## config.mk

```make
export PLATFORM = sky130hd
export DESIGN_NAME = psc_top
export DESIGN_NICKNAME = d
export VERILOG_FILES = /design/src/inc/psc_pkg.sv /design/src/core/psc_sync.sv /design/src/core/psc_pointer.sv /design/src/core/psc_top.sv
export VERILOG_INCLUDE_DIRS = /design/src /design/src/inc
export SDC_FILE = /design/constraint.sdc
export NUM_CORES = 1
export LEC_CHECK = 0
export BUFFER_PORTS_ARGS = -buffer_cell sky130_fd_sc_hd__buf_4
export CORE_MARGIN = 4
export CORE_UTILIZATION = 50
export CTS_CLUSTER_SIZE = 24
export DETAILED_ROUTE_END_ITERATION = 10
export PLACE_DENSITY = 0.71
export SETUP_SLACK_MARGIN = 0.02
export SLEW_MARGIN = 20
export SYNTH_ARGS = -nofsm -noshare
export SYNTH_HDL_FRONTEND = slang
export SYNTH_SLANG_ARGS = --single-unit
```

## constraint.sdc

```tcl
create_clock -name pclk -period 6.7 [get_ports pclk]
set_input_delay 0.335 -clock pclk [delete_from_list [all_inputs] [get_ports pclk]]
set_output_delay 0.335 -clock pclk [all_outputs]
set_load 0.01 [all_outputs]
```

## src/inc/psc_cfg.svh

```systemverilog
// constants of the pixel array scan control block
`ifndef PSC_CFG_SVH
`define PSC_CFG_SVH

// ************************************************************
// array geometry
// ************************************************************
`define PSC_ROWS 1024
`define PSC_COLS 1280
`define PSC_SUB_STEP 11'h004
`define PSC_FULL_STEP 11'h001
`define PSC_POS_W 11
`define PSC_PIN_W 12

// ************************************************************
// register map
// ************************************************************
`define PSC_OFS_CTRL 10'h000
`define PSC_OFS_STATUS 10'h001
`define PSC_OFS_ROWPOS 10'h002
`define PSC_OFS_COLPOS 10'h003
`define PSC_OFS_FRAMES 10'h004
`define PSC_CTRL_RST 2'h1
`define PSC_CTRL_EN_BIT 0
`define PSC_CTRL_SUB_BIT 1
`define PSC_STAT_EARLY_LSB 8
`define PSC_ROWPOS_RIGHT_LSB 16

`endif

```

## src/inc/psc_pkg.sv

```systemverilog
// types of the pixel array scan control block
`include "psc_cfg.svh"

package psc_pkg;

    typedef struct packed {
        logic right_row_sync_n;
        logic right_row_shift_clock;
        logic left_row_sync_n;
        logic left_row_shift_clock;
        logic column_sync_n;
        logic column_shift_clock;
        logic row_select;
        logic row_reset;
        logic row_side_left;
        logic column_track_hold;
        logic column_amp_calibrate;
        logic viewfinder_subsample;
    } psc_pins_t;

    typedef struct packed {
        logic eos_n;
        logic done;
        logic [`PSC_POS_W-1:0] pos;
    } psc_ptr_st_t;

    typedef enum logic [3:0] {
        PSC_SCAN  = 4'h1,
        PSC_WAIT  = 4'h2,
        PSC_PULSE = 4'h4,
        PSC_DONE  = 4'h8
    } psc_ptr_state_t;

endpackage : psc_pkg

```

## src/core/psc_sync.sv

```systemverilog
// two-flop synchroniser for the scan control pins
`include "psc_cfg.svh"
`timescale 1ns/1ps
`default_nettype none

module psc_sync (
    input wire logic pclk,
    input wire logic presetn,
    input wire logic ce,
    input wire logic [`PSC_PIN_W-1:0] din,
    output logic [`PSC_PIN_W-1:0] dout
);

    logic [`PSC_PIN_W-1:0] meta_r;

    // idle pin levels: syncs high, strobes low
    always_ff @(posedge pclk or negedge presetn) begin
        if (!presetn) begin
            meta_r <= 12'hA80;
            dout <= 12'hA80;
        end else if (ce) begin
            meta_r <= din;
            dout <= meta_r;
        end
    end

endmodule : psc_sync

`default_nettype wire

```

## src/core/psc_pointer.sv

```systemverilog
// one row or column pointer with end-of-scan flag
`include "psc_cfg.svh"
`timescale 1ns/1ps
`default_nettype none

module psc_pointer #(
    parameter int LENGTH = `PSC_ROWS
) (
    input wire logic pclk,
    input wire logic presetn,
    input wire logic ce,
    input wire logic enable,
    input wire logic subsample,
    input wire logic sync_n,
    input wire logic shift_clock,
    output psc_pkg::psc_ptr_st_t st
);

    localparam logic [`PSC_POS_W-1:0] LEN = `PSC_POS_W'(LENGTH);

    psc_pkg::psc_ptr_state_t state_r;
    psc_pkg::psc_ptr_state_t state_nxt;
    logic [`PSC_POS_W-1:0] pos_nxt;
    logic [`PSC_POS_W-1:0] step;
    logic [`PSC_POS_W-1:0] last;
    logic clk_q_r;
    logic fall;
    logic rise;

    // edges seen on the synchronised pin level
    assign fall = clk_q_r && !shift_clock;
    assign rise = !clk_q_r && shift_clock;
    assign step = subsample ? `PSC_SUB_STEP : `PSC_FULL_STEP;
    assign last = LEN - step;

    always_comb begin
        state_nxt = state_r;
        pos_nxt = st.pos;
        if (!sync_n) begin
            state_nxt = psc_pkg::PSC_SCAN;
            pos_nxt = '0;
        end else begin
            case (state_r)
                psc_pkg::PSC_SCAN: begin
                    if (fall && enable) begin
                        if (st.pos >= last) begin
                            state_nxt = psc_pkg::PSC_WAIT;
                        end else begin
                            pos_nxt = st.pos + step;
                        end
                    end
                end
                psc_pkg::PSC_WAIT: begin
                    if (rise) begin
                        state_nxt = psc_pkg::PSC_PULSE;
                    end
                end
                psc_pkg::PSC_PULSE: begin
                    if (fall) begin
                        state_nxt = psc_pkg::PSC_DONE;
                    end
                end
                psc_pkg::PSC_DONE: begin
                    state_nxt = psc_pkg::PSC_DONE;
                end
                default: begin
                    state_nxt = psc_pkg::PSC_SCAN;
                end
            endcase
        end
    end

    always_ff @(posedge pclk or negedge presetn) begin
        if (!presetn) begin
            state_r <= psc_pkg::PSC_SCAN;
            st <= '{eos_n: 1'b1, done: 1'b0, pos: '0};
            clk_q_r <= 1'b0;
        end else if (ce) begin
            state_r <= state_nxt;
            st.pos <= pos_nxt;
            st.eos_n <= (state_nxt != psc_pkg::PSC_PULSE);
            st.done <= (state_nxt == psc_pkg::PSC_DONE);
            clk_q_r <= shift_clock;
        end
    end

    property p_sync_hold;
        @(posedge pclk) disable iff (!presetn)
        (ce && !sync_n) |=> (st.pos == '0 && state_r == psc_pkg::PSC_SCAN && st.eos_n);
    endproperty
    a_sync_hold: assert property (p_sync_hold) else $error("pointer not held at start by sync");

    property p_advance;
        @(posedge pclk) disable iff (!presetn)
        (ce && sync_n && enable && fall && state_r == psc_pkg::PSC_SCAN && st.pos < last)
        |=> st.pos == $past(st.pos) + $past(step);
    endproperty
    a_advance: assert property (p_advance) else $error("pointer did not step on falling edge");

    property p_eos_pulse;
        @(posedge pclk) disable iff (!presetn)
        (ce && sync_n && state_r == psc_pkg::PSC_WAIT && rise)
        |=> !st.eos_n ##0 (st.eos_n || state_r == psc_pkg::PSC_PULSE);
    endproperty
    a_eos_pulse: assert property (p_eos_pulse) else $error("end of scan not low in first pulse");

endmodule : psc_pointer

`default_nettype wire

```

## src/core/psc_top.sv

```systemverilog
// pixel array scan control: row and column pointers with apb access
//
// Behaviour
// - right row sync low holds the right row pointer at its start.
// - right row pointer advances one row per falling right row clock edge.
// - right end-of-scan low during first right clock pulse after last row.
// - column sync low holds the column pointer at its start.
// - column pointer steps one column per falling column clock edge.
// - column end-of-scan low during first column pulse after last column.
// - left row sync low returns the left row pointer to start.
// - left row pointer advances per falling left clock edge, independently.
// - left end-of-scan low during first left clock pulse after last row.
// - track-and-hold holds at one, tracks at zero.
// - column amplifiers calibrate while calibrate input is one.
// - row select high connects the chosen pointer's row to readout.
// - row reset high resets the chosen pointer's row.
// - side choice one picks left pointer, zero picks right pointer.
// - subsample one scans every fourth row and column; zero scans all unless the control subsample bit is set.
`include "psc_cfg.svh"
`timescale 1ns/1ps
`default_nettype none

module psc_top (
    input wire logic pclk,
    input wire logic presetn,
    input wire logic ce,
    input wire logic psel,
    input wire logic penable,
    input wire logic pwrite,
    input wire logic [11:0] paddr,
    input wire logic [31:0] pwdata,
    output logic [31:0] prdata,
    output logic pready,
    output logic pslverr,
    input wire psc_pkg::psc_pins_t pins,
    output logic right_row_end_of_scan_n,
    output logic left_row_end_of_scan_n,
    output logic column_end_of_scan_n,
    output logic [10:0] row_addr,
    output logic row_select_active,
    output logic row_reset_active,
    output logic [10:0] column_addr,
    output logic column_track_hold_active,
    output logic column_amp_calibrate_active
);

    // ************************************************************
    // pin synchronisation
    // ************************************************************
    psc_pkg::psc_pins_t pin_s;
    logic [`PSC_PIN_W-1:0] pin_s_bits;

    psc_sync u_sync (
        .pclk(pclk),
        .presetn(presetn),
        .ce(ce),
        .din(pins),
        .dout(pin_s_bits)
    );

    assign pin_s = psc_pkg::psc_pins_t'(pin_s_bits);

    // ************************************************************
    // control register state
    // ************************************************************
    logic [1:0] ctrl_r;
    logic [2:0] early_r;
    logic [2:0] early_set;
    logic [2:0] early_clr;
    logic [15:0] frames_r;
    logic [2:0] sync_q_r;
    logic right_done_q_r;
    logic scan_en;
    logic sub_eff;

    assign scan_en = ctrl_r[`PSC_CTRL_EN_BIT];
    // software can force viewfinder mode even if the pin is low
    assign sub_eff = pin_s.viewfinder_subsample | ctrl_r[`PSC_CTRL_SUB_BIT];

    // ************************************************************
    // pointers
    // ************************************************************
    psc_pkg::psc_ptr_st_t right_st;
    psc_pkg::psc_ptr_st_t left_st;
    psc_pkg::psc_ptr_st_t col_st;

    psc_pointer #(
        .LENGTH(`PSC_ROWS)
    ) u_right (
        .pclk(pclk),
        .presetn(presetn),
        .ce(ce),
        .enable(scan_en),
        .subsample(sub_eff),
        .sync_n(pin_s.right_row_sync_n),
        .shift_clock(pin_s.right_row_shift_clock),
        .st(right_st)
    );

    psc_pointer #(
        .LENGTH(`PSC_ROWS)
    ) u_left (
        .pclk(pclk),
        .presetn(presetn),
        .ce(ce),
        .enable(scan_en),
        .subsample(sub_eff),
        .sync_n(pin_s.left_row_sync_n),
        .shift_clock(pin_s.left_row_shift_clock),
        .st(left_st)
    );

    psc_pointer #(
        .LENGTH(`PSC_COLS)
    ) u_col (
        .pclk(pclk),
        .presetn(presetn),
        .ce(ce),
        .enable(scan_en),
        .subsample(sub_eff),
        .sync_n(pin_s.column_sync_n),
        .shift_clock(pin_s.column_shift_clock),
        .st(col_st)
    );

    assign right_row_end_of_scan_n = right_st.eos_n;
    assign left_row_end_of_scan_n = left_st.eos_n;
    assign column_end_of_scan_n = col_st.eos_n;

    // ************************************************************
    // row and column drive
    // ************************************************************
    // one cycle of register after the synchroniser keeps outputs glitch free
    always_ff @(posedge pclk or negedge presetn) begin
        if (!presetn) begin
            row_addr <= 11'h000;
            row_select_active <= 1'b0;
            row_reset_active <= 1'b0;
        end else if (ce) begin
            row_addr <= pin_s.row_side_left ? left_st.pos : right_st.pos;
            row_select_active <= pin_s.row_select;
            row_reset_active <= pin_s.row_reset;
        end
    end

    always_ff @(posedge pclk or negedge presetn) begin
        if (!presetn) begin
            column_addr <= 11'h000;
            column_track_hold_active <= 1'b0;
            column_amp_calibrate_active <= 1'b0;
        end else if (ce) begin
            column_addr <= col_st.pos;
            column_track_hold_active <= pin_s.column_track_hold;
            column_amp_calibrate_active <= pin_s.column_amp_calibrate;
        end
    end

    // ************************************************************
    // early sync detection and frame count
    // ************************************************************
    // a sync falling while a scan is still mid-way is flagged, not refused
    function automatic logic early_edge(input logic prev_n, input logic now_n,
                                        input psc_pkg::psc_ptr_st_t s);
        early_edge = prev_n && !now_n && !s.done && (s.pos != 11'h000);
    endfunction : early_edge

    assign early_set[0] = early_edge(sync_q_r[0], pin_s.right_row_sync_n, right_st);
    assign early_set[1] = early_edge(sync_q_r[1], pin_s.left_row_sync_n, left_st);
    assign early_set[2] = early_edge(sync_q_r[2], pin_s.column_sync_n, col_st);

    always_ff @(posedge pclk or negedge presetn) begin
        if (!presetn) begin
            sync_q_r <= 3'h7;
        end else if (ce) begin
            sync_q_r <= {pin_s.column_sync_n, pin_s.left_row_sync_n, pin_s.right_row_sync_n};
        end
    end

    // set wins over a write-one clear in the same cycle
    always_ff @(posedge pclk or negedge presetn) begin
        if (!presetn) begin
            early_r <= 3'h0;
        end else if (ce) begin
            early_r <= (early_r & ~early_clr) | early_set;
        end
    end

    always_ff @(posedge pclk or negedge presetn) begin
        if (!presetn) begin
            right_done_q_r <= 1'b0;
            frames_r <= 16'h0000;
        end else if (ce) begin
            right_done_q_r <= right_st.done;
            if (right_st.done && !right_done_q_r) begin
                frames_r <= frames_r + 16'h0001;
            end
        end
    end

    // ************************************************************
    // apb slave
    // ************************************************************
    logic setup;
    logic access;
    logic [9:0] word;
    logic [9:0] word_q_r;
    logic mapped;
    logic [31:0] rd_mux;

    assign setup = psel && !penable;
    assign access = psel && penable && pready;
    assign word = paddr[11:2];

    function automatic logic is_mapped(input logic [9:0] w);
        is_mapped = (w == `PSC_OFS_CTRL) || (w == `PSC_OFS_STATUS) || (w == `PSC_OFS_ROWPOS)
                    || (w == `PSC_OFS_COLPOS) || (w == `PSC_OFS_FRAMES);
    endfunction : is_mapped

    assign mapped = is_mapped(word);
    assign early_clr = (access && pwrite && word_q_r == `PSC_OFS_STATUS)
                       ? pwdata[`PSC_STAT_EARLY_LSB+2:`PSC_STAT_EARLY_LSB] : 3'h0;

    always_comb begin
        rd_mux = 32'h0000_0000;
        case (word)
            `PSC_OFS_CTRL: begin
                rd_mux = {30'h0000_0000, ctrl_r};
            end
            `PSC_OFS_STATUS: begin
                rd_mux = {21'h00_0000, early_r, 1'b0, sub_eff, col_st.done, left_st.done,
                          right_st.done, col_st.eos_n, left_st.eos_n, right_st.eos_n};
            end
            `PSC_OFS_ROWPOS: begin
                rd_mux = {5'h00, right_st.pos, 5'h00, left_st.pos};
            end
            `PSC_OFS_COLPOS: begin
                rd_mux = {21'h00_0000, col_st.pos};
            end
            `PSC_OFS_FRAMES: begin
                rd_mux = {16'h0000, frames_r};
            end
            default: begin
                rd_mux = 32'h0000_0000;
            end
        endcase
    end

    // answer registered in setup so the access phase always has one cycle
    always_ff @(posedge pclk or negedge presetn) begin
        if (!presetn) begin
            pready <= 1'b0;
            pslverr <= 1'b0;
            prdata <= 32'h0000_0000;
            word_q_r <= 10'h000;
        end else if (ce) begin
            pready <= setup;
            pslverr <= setup && !mapped;
            word_q_r <= word;
            if (setup && !pwrite) begin
                prdata <= rd_mux;
            end else if (access) begin
                prdata <= 32'h0000_0000;
            end
        end
    end

    always_ff @(posedge pclk or negedge presetn) begin
        if (!presetn) begin
            ctrl_r <= `PSC_CTRL_RST;
        end else if (ce) begin
            if (access && pwrite && word_q_r == `PSC_OFS_CTRL) begin
                ctrl_r <= pwdata[1:0];
            end
        end
    end

    // ************************************************************
    // checks
    // ************************************************************
    property p_track_hold;
        @(posedge pclk) disable iff (!presetn)
        ce |=> column_track_hold_active == $past(pin_s.column_track_hold);
    endproperty
    a_track_hold: assert property (p_track_hold) else $error("track-hold drive lost");

    property p_calibrate;
        @(posedge pclk) disable iff (!presetn)
        ce |=> column_amp_calibrate_active == $past(pin_s.column_amp_calibrate);
    endproperty
    a_calibrate: assert property (p_calibrate) else $error("calibrate drive mismatch");

    property p_select;
        @(posedge pclk) disable iff (!presetn)
        ce |=> row_select_active == $past(pin_s.row_select);
    endproperty
    a_select: assert property (p_select) else $error("row select active without input");

    property p_reset;
        @(posedge pclk) disable iff (!presetn)
        ce |=> row_reset_active == $past(pin_s.row_reset);
    endproperty
    a_reset: assert property (p_reset) else $error("row reset drive mismatch");

    property p_side;
        @(posedge pclk) disable iff (!presetn)
        ce |=> row_addr == ($past(pin_s.row_side_left) ? $past(left_st.pos) : $past(right_st.pos));
    endproperty
    a_side: assert property (p_side) else $error("row address from wrong pointer");

    property p_subsample;
        @(posedge pclk) disable iff (!presetn)
        (sub_eff && col_st.pos[1:0] == 2'h0) ##1 sub_eff |-> col_st.pos[1:0] == 2'h0;
    endproperty
    a_subsample: assert property (p_subsample) else $error("subsampled column off grid");

endmodule : psc_top

`default_nettype wire

```

==> results by group <==
GRT
  – Largest net degree at the start of global routing: 106
  – Overall routing resource usage: 0.214
  – Number of global-route vias before repair: 6125
  – Antenna violations before repair: 0
  – First-pass GRT wire length: 31.6 mm
  – Grt total ovfl: 0

Clocking
  – H-tree levels: 4
  – Clk root buf: clkbuf_16
  – CTS Hold Buffers Added: 0
  – Clk Latency, worst-skew pair: 0.43 ns
  – Sink Count: 168
  – CTS tree: yes
  – Post-CTS setup buffers: 0
  – PostCTS Resize Cnt: 0
  – CTS max path bufs: 2
  – Cts bufs inserted: 17
  – Reg clk slew, reported paths: 0.07 ns

Floorplanning
  – Die X: 136 um
  – Die Ht: 136 um
  – # rows: 46
  – Die Area: 0.0185 mm2
  – Core Region: 0.0160 mm2
  – Io pins: 125
  – Initial Utilization: 0.513

Cells and area
  – Final non-filler cell total: 1059
  – Fillers: 1348
  – Area Overhead vs Synth: 16.7%
  – Multi-input gate area: 0.00369 mm2
  – Ant diodes: 0
  – Reg area: 0.00422 mm2
  – Layout cells sized above 1: 0.249
  – Fin nets: 902

Placement
  – Dpl hpwl: 13.5 mm
  – Port Buffers: 90
  – Cell count after placement: 1027
  – Routability cong.: 0.903

Critical path
  – Slowest stage cell, crit path: or4_4
  – Critical path endpoint category: flop
  – WS Path Type: flop to flop
  – Startpoint Class: flop
  – Crit path DAT: 3.89 ns
  – CP max stage delay: 0.55 ns
  – Buf/Inv on CP: 1
  – CP cell instances: nor2_1 > inv_1 > ha_1 > or4_4 > a41oi_2 > nand4_1 > or3_1 > a21oi_1
  – CP max FO: 11
  – Top delay family on crit path: simple AND/OR/NAND/NOR gates
  – Worst path required time: 7.05 ns

Routing
  – Initial DRC Count: 403
  – DR vias: 6173
  – DR vias/cell: 5.83
  – 1st-pass router iterations: 5
  – Wire per inst: 17.8 um
  – Final wirelength: 18.9 mm
  – DRT antenna net count: 0
  – Drt drc: 0

Timing
  – Least-Margin Pin Slew: 0.955 ns
  – Slew Limit Fails: 0
  – Slew HR: 0.361
  – Layout Skew: 0.00661 ns
  – Crit share post-route: 0.530
  – Total Neg Setup Slack: 0 ns
  – Unrepaired setup endpoints after global routing: false
  – Fmax: 282 MHz
  – Crit path time final: 3.55 ns
  – Hold Violations, Final: 0
  – Endpoints failing setup: 0

Power
  – Power, Total: 2.27 mW
  – Combinational Power Share: 0.079
  – Power Dens Cells: 237 mW/mm2
  – Peak supply drop: 0.189 mV
  – Pint: 1.71 mW
  – Sw frac: 0.248
  – Net Sw Power: 0.564 mW
  – Seq pwr share: 0.484
  – Clock Power Share: 0.437
  – Total leakage power: 4.30 nW

Yosys
  – Yosys cell types: 68
  – Share of the synthesized area in the top cell type: 0.464
  – FFs w/ async S/R, synth: 1.00
  – Count leader, synth: dfrtp_1
  – Yosys top cell by area: dfrtp_1
  – Xor-xnor portion of the synthesized cell area: 0.0406
  – Register bit total from synthesis: 168
  – Top cells by instance count after synthesis: dfrtp_1, nand2_1, mux2_2
  – Largest family of logic cells by synthesized area: simple AND/OR/NAND/NOR gates
  – Synth Area in Simple Gates: 0.164
  – Synth warn: 0
  – Synth Area in Adders: 0.0153
  – Synth top area cells: dfrtp_1, mux2_2, dfstp_2, o21ai_0, nand2_1
  – Synth Area in Compound Gates: 0.127
  – Sequential share of the synthesized area: 0.515
  – Post-synth EDFFs: 0
  – Mean post-synth cell area: 10.7 um2
  – Post-Syn Area: 0.00820 mm2
  – Post-Synthesis Cells: 764
  – Most common flop cell mapped by yosys: dfrtp_1
  – Mux contribution to synthesized area: 0.101

Run
  – Max-cap violation count: 0

Outcome
  – Status: finished, final reports clean

Worst hold path
  – HP Class: input port to asynchronous set/reset pin
[cell usage in the layout (no fill, tap or decap), drive strengths merged, types with 3 or more instances in the layout]
| cell | instances |
|---|---|
| a31oi | 3 |
| a21oi | 29 |
| nand2 | 61 |
| nor4b | 4 |
| nor2b | 12 |
| mux2 | 53 |
| nor4 | 20 |
| dfrtp | 152 |
| a22o | 17 |
| and3 | 4 |
| clkbuf | 18 |
| mux2i | 21 |
| xnor2 | 24 |
| conb | 5 |
| dfstp | 16 |
| or3 | 6 |
| nor3 | 12 |
| and2 | 5 |
| o211ai | 5 |
| inv | 27 |
| or4 | 10 |
| nand2b | 7 |
| a22oi | 9 |
| clkinvlp | 5 |
| o21a | 5 |
| buf | 93 |
| o21ai | 52 |
| nand4 | 17 |
| o31ai | 3 |
| nor2 | 49 |
| a2bb2oi | 8 |
| nand3 | 25 |
| xor2 | 14 |
| and4 | 3 |
| a32o | 3 |
| ha | 10 |
| o41ai | 4 |
| a41oi | 4 |
[worst reg2reg max path, stage by stage (launching register included)]
cell,delay (ns)
dfrtp_1,0.49
nor2_1,0.51
inv_1,0.39
ha_1,0.34
or4_4,0.55
a41oi_2,0.39
nand4_1,0.26
or3_1,0.37
a21oi_1,0.17
[through the flow]
step	instance area [um2]	hold WS (ns)	setup slack (ns)	util
floorplan	8220	0.0394	3.91	-
global placement	8970	0.456	3.25	0.561
detailed placement	8970	0.459	3.17	0.561
CTS	9570	0.0605	3.12	0.598
global route	9570	0.102	2.83	0.598
finish	9570	0.00600	3.15	0.598
[power groups by stage]
stage	logic, mW	registers, mW	clock network [mW]
after detailed placement	0.181	1.12	0
final	0.179	1.10	0.993
after CTS	0.182	1.10	1.01
after floorplan	0.114	1.11	0
after global routing	0.200	1.11	1.05
after global placement	0.175	1.12	0
[kinds of logic after synthesis]
kind of cell | count (synthesis)
mux | 75
fa+ha+maj | 10
xor+xnor | 38
compound gates | 154
flops | 168
other cells | 1
simple gates | 246
buf+inv | 72
[worst paths after layout]
kind	cells after the start	to	slack, ns	startpoint
setup / recovery	8	u_left.st[8]	3.15	ctrl_r[1]
min in group pclk	2	u_sync.meta_r[8]	0.14	pins[8]
max in group asynchronous	2	u_right.st[7]	5.28	presetn
hold reg to reg	1	frames_r[15]	0.47	frames_r[15]
setup reg to reg	8	u_left.st[8]	3.15	ctrl_r[1]
hold / removal	1	prdata[15]	0.006	presetn
[sequential cells by signal, indices dropped and copies added (netlist names), 10 cells and up]
name           count
u_right.st        13
u_left.st         13
prdata            27
u_sync.meta_r     12
u_sync.dout       12
frames_r          16
row_addr          11
column_addr       11
word_q_r          10
u_col.st          13
[layout make-up]
| type | count | share of cell area |
|---|---|---|
| inverters | 22 | 0.00863 |
| repair buffers | 93 | 0.0733 |
| well taps | 216 | 0.0282 |
| flip-flops and latches | 168 | 0.441 |
| multi-input cells | 528 | 0.386 |
| clock inverters | 14 | 0.0171 |
| clock buffers | 18 | 0.0459 |
[per-layer routing]
layer,wire length (um),part of all wire,GRT usage
met5,0,0,0
met2,9090,0.48,0.336
met4,405,0.021,0.0857
met3,875,0.046,0.0389
met1,8490,0.45,0.296
Note: power is estimated with default switching activity, not from simulation.
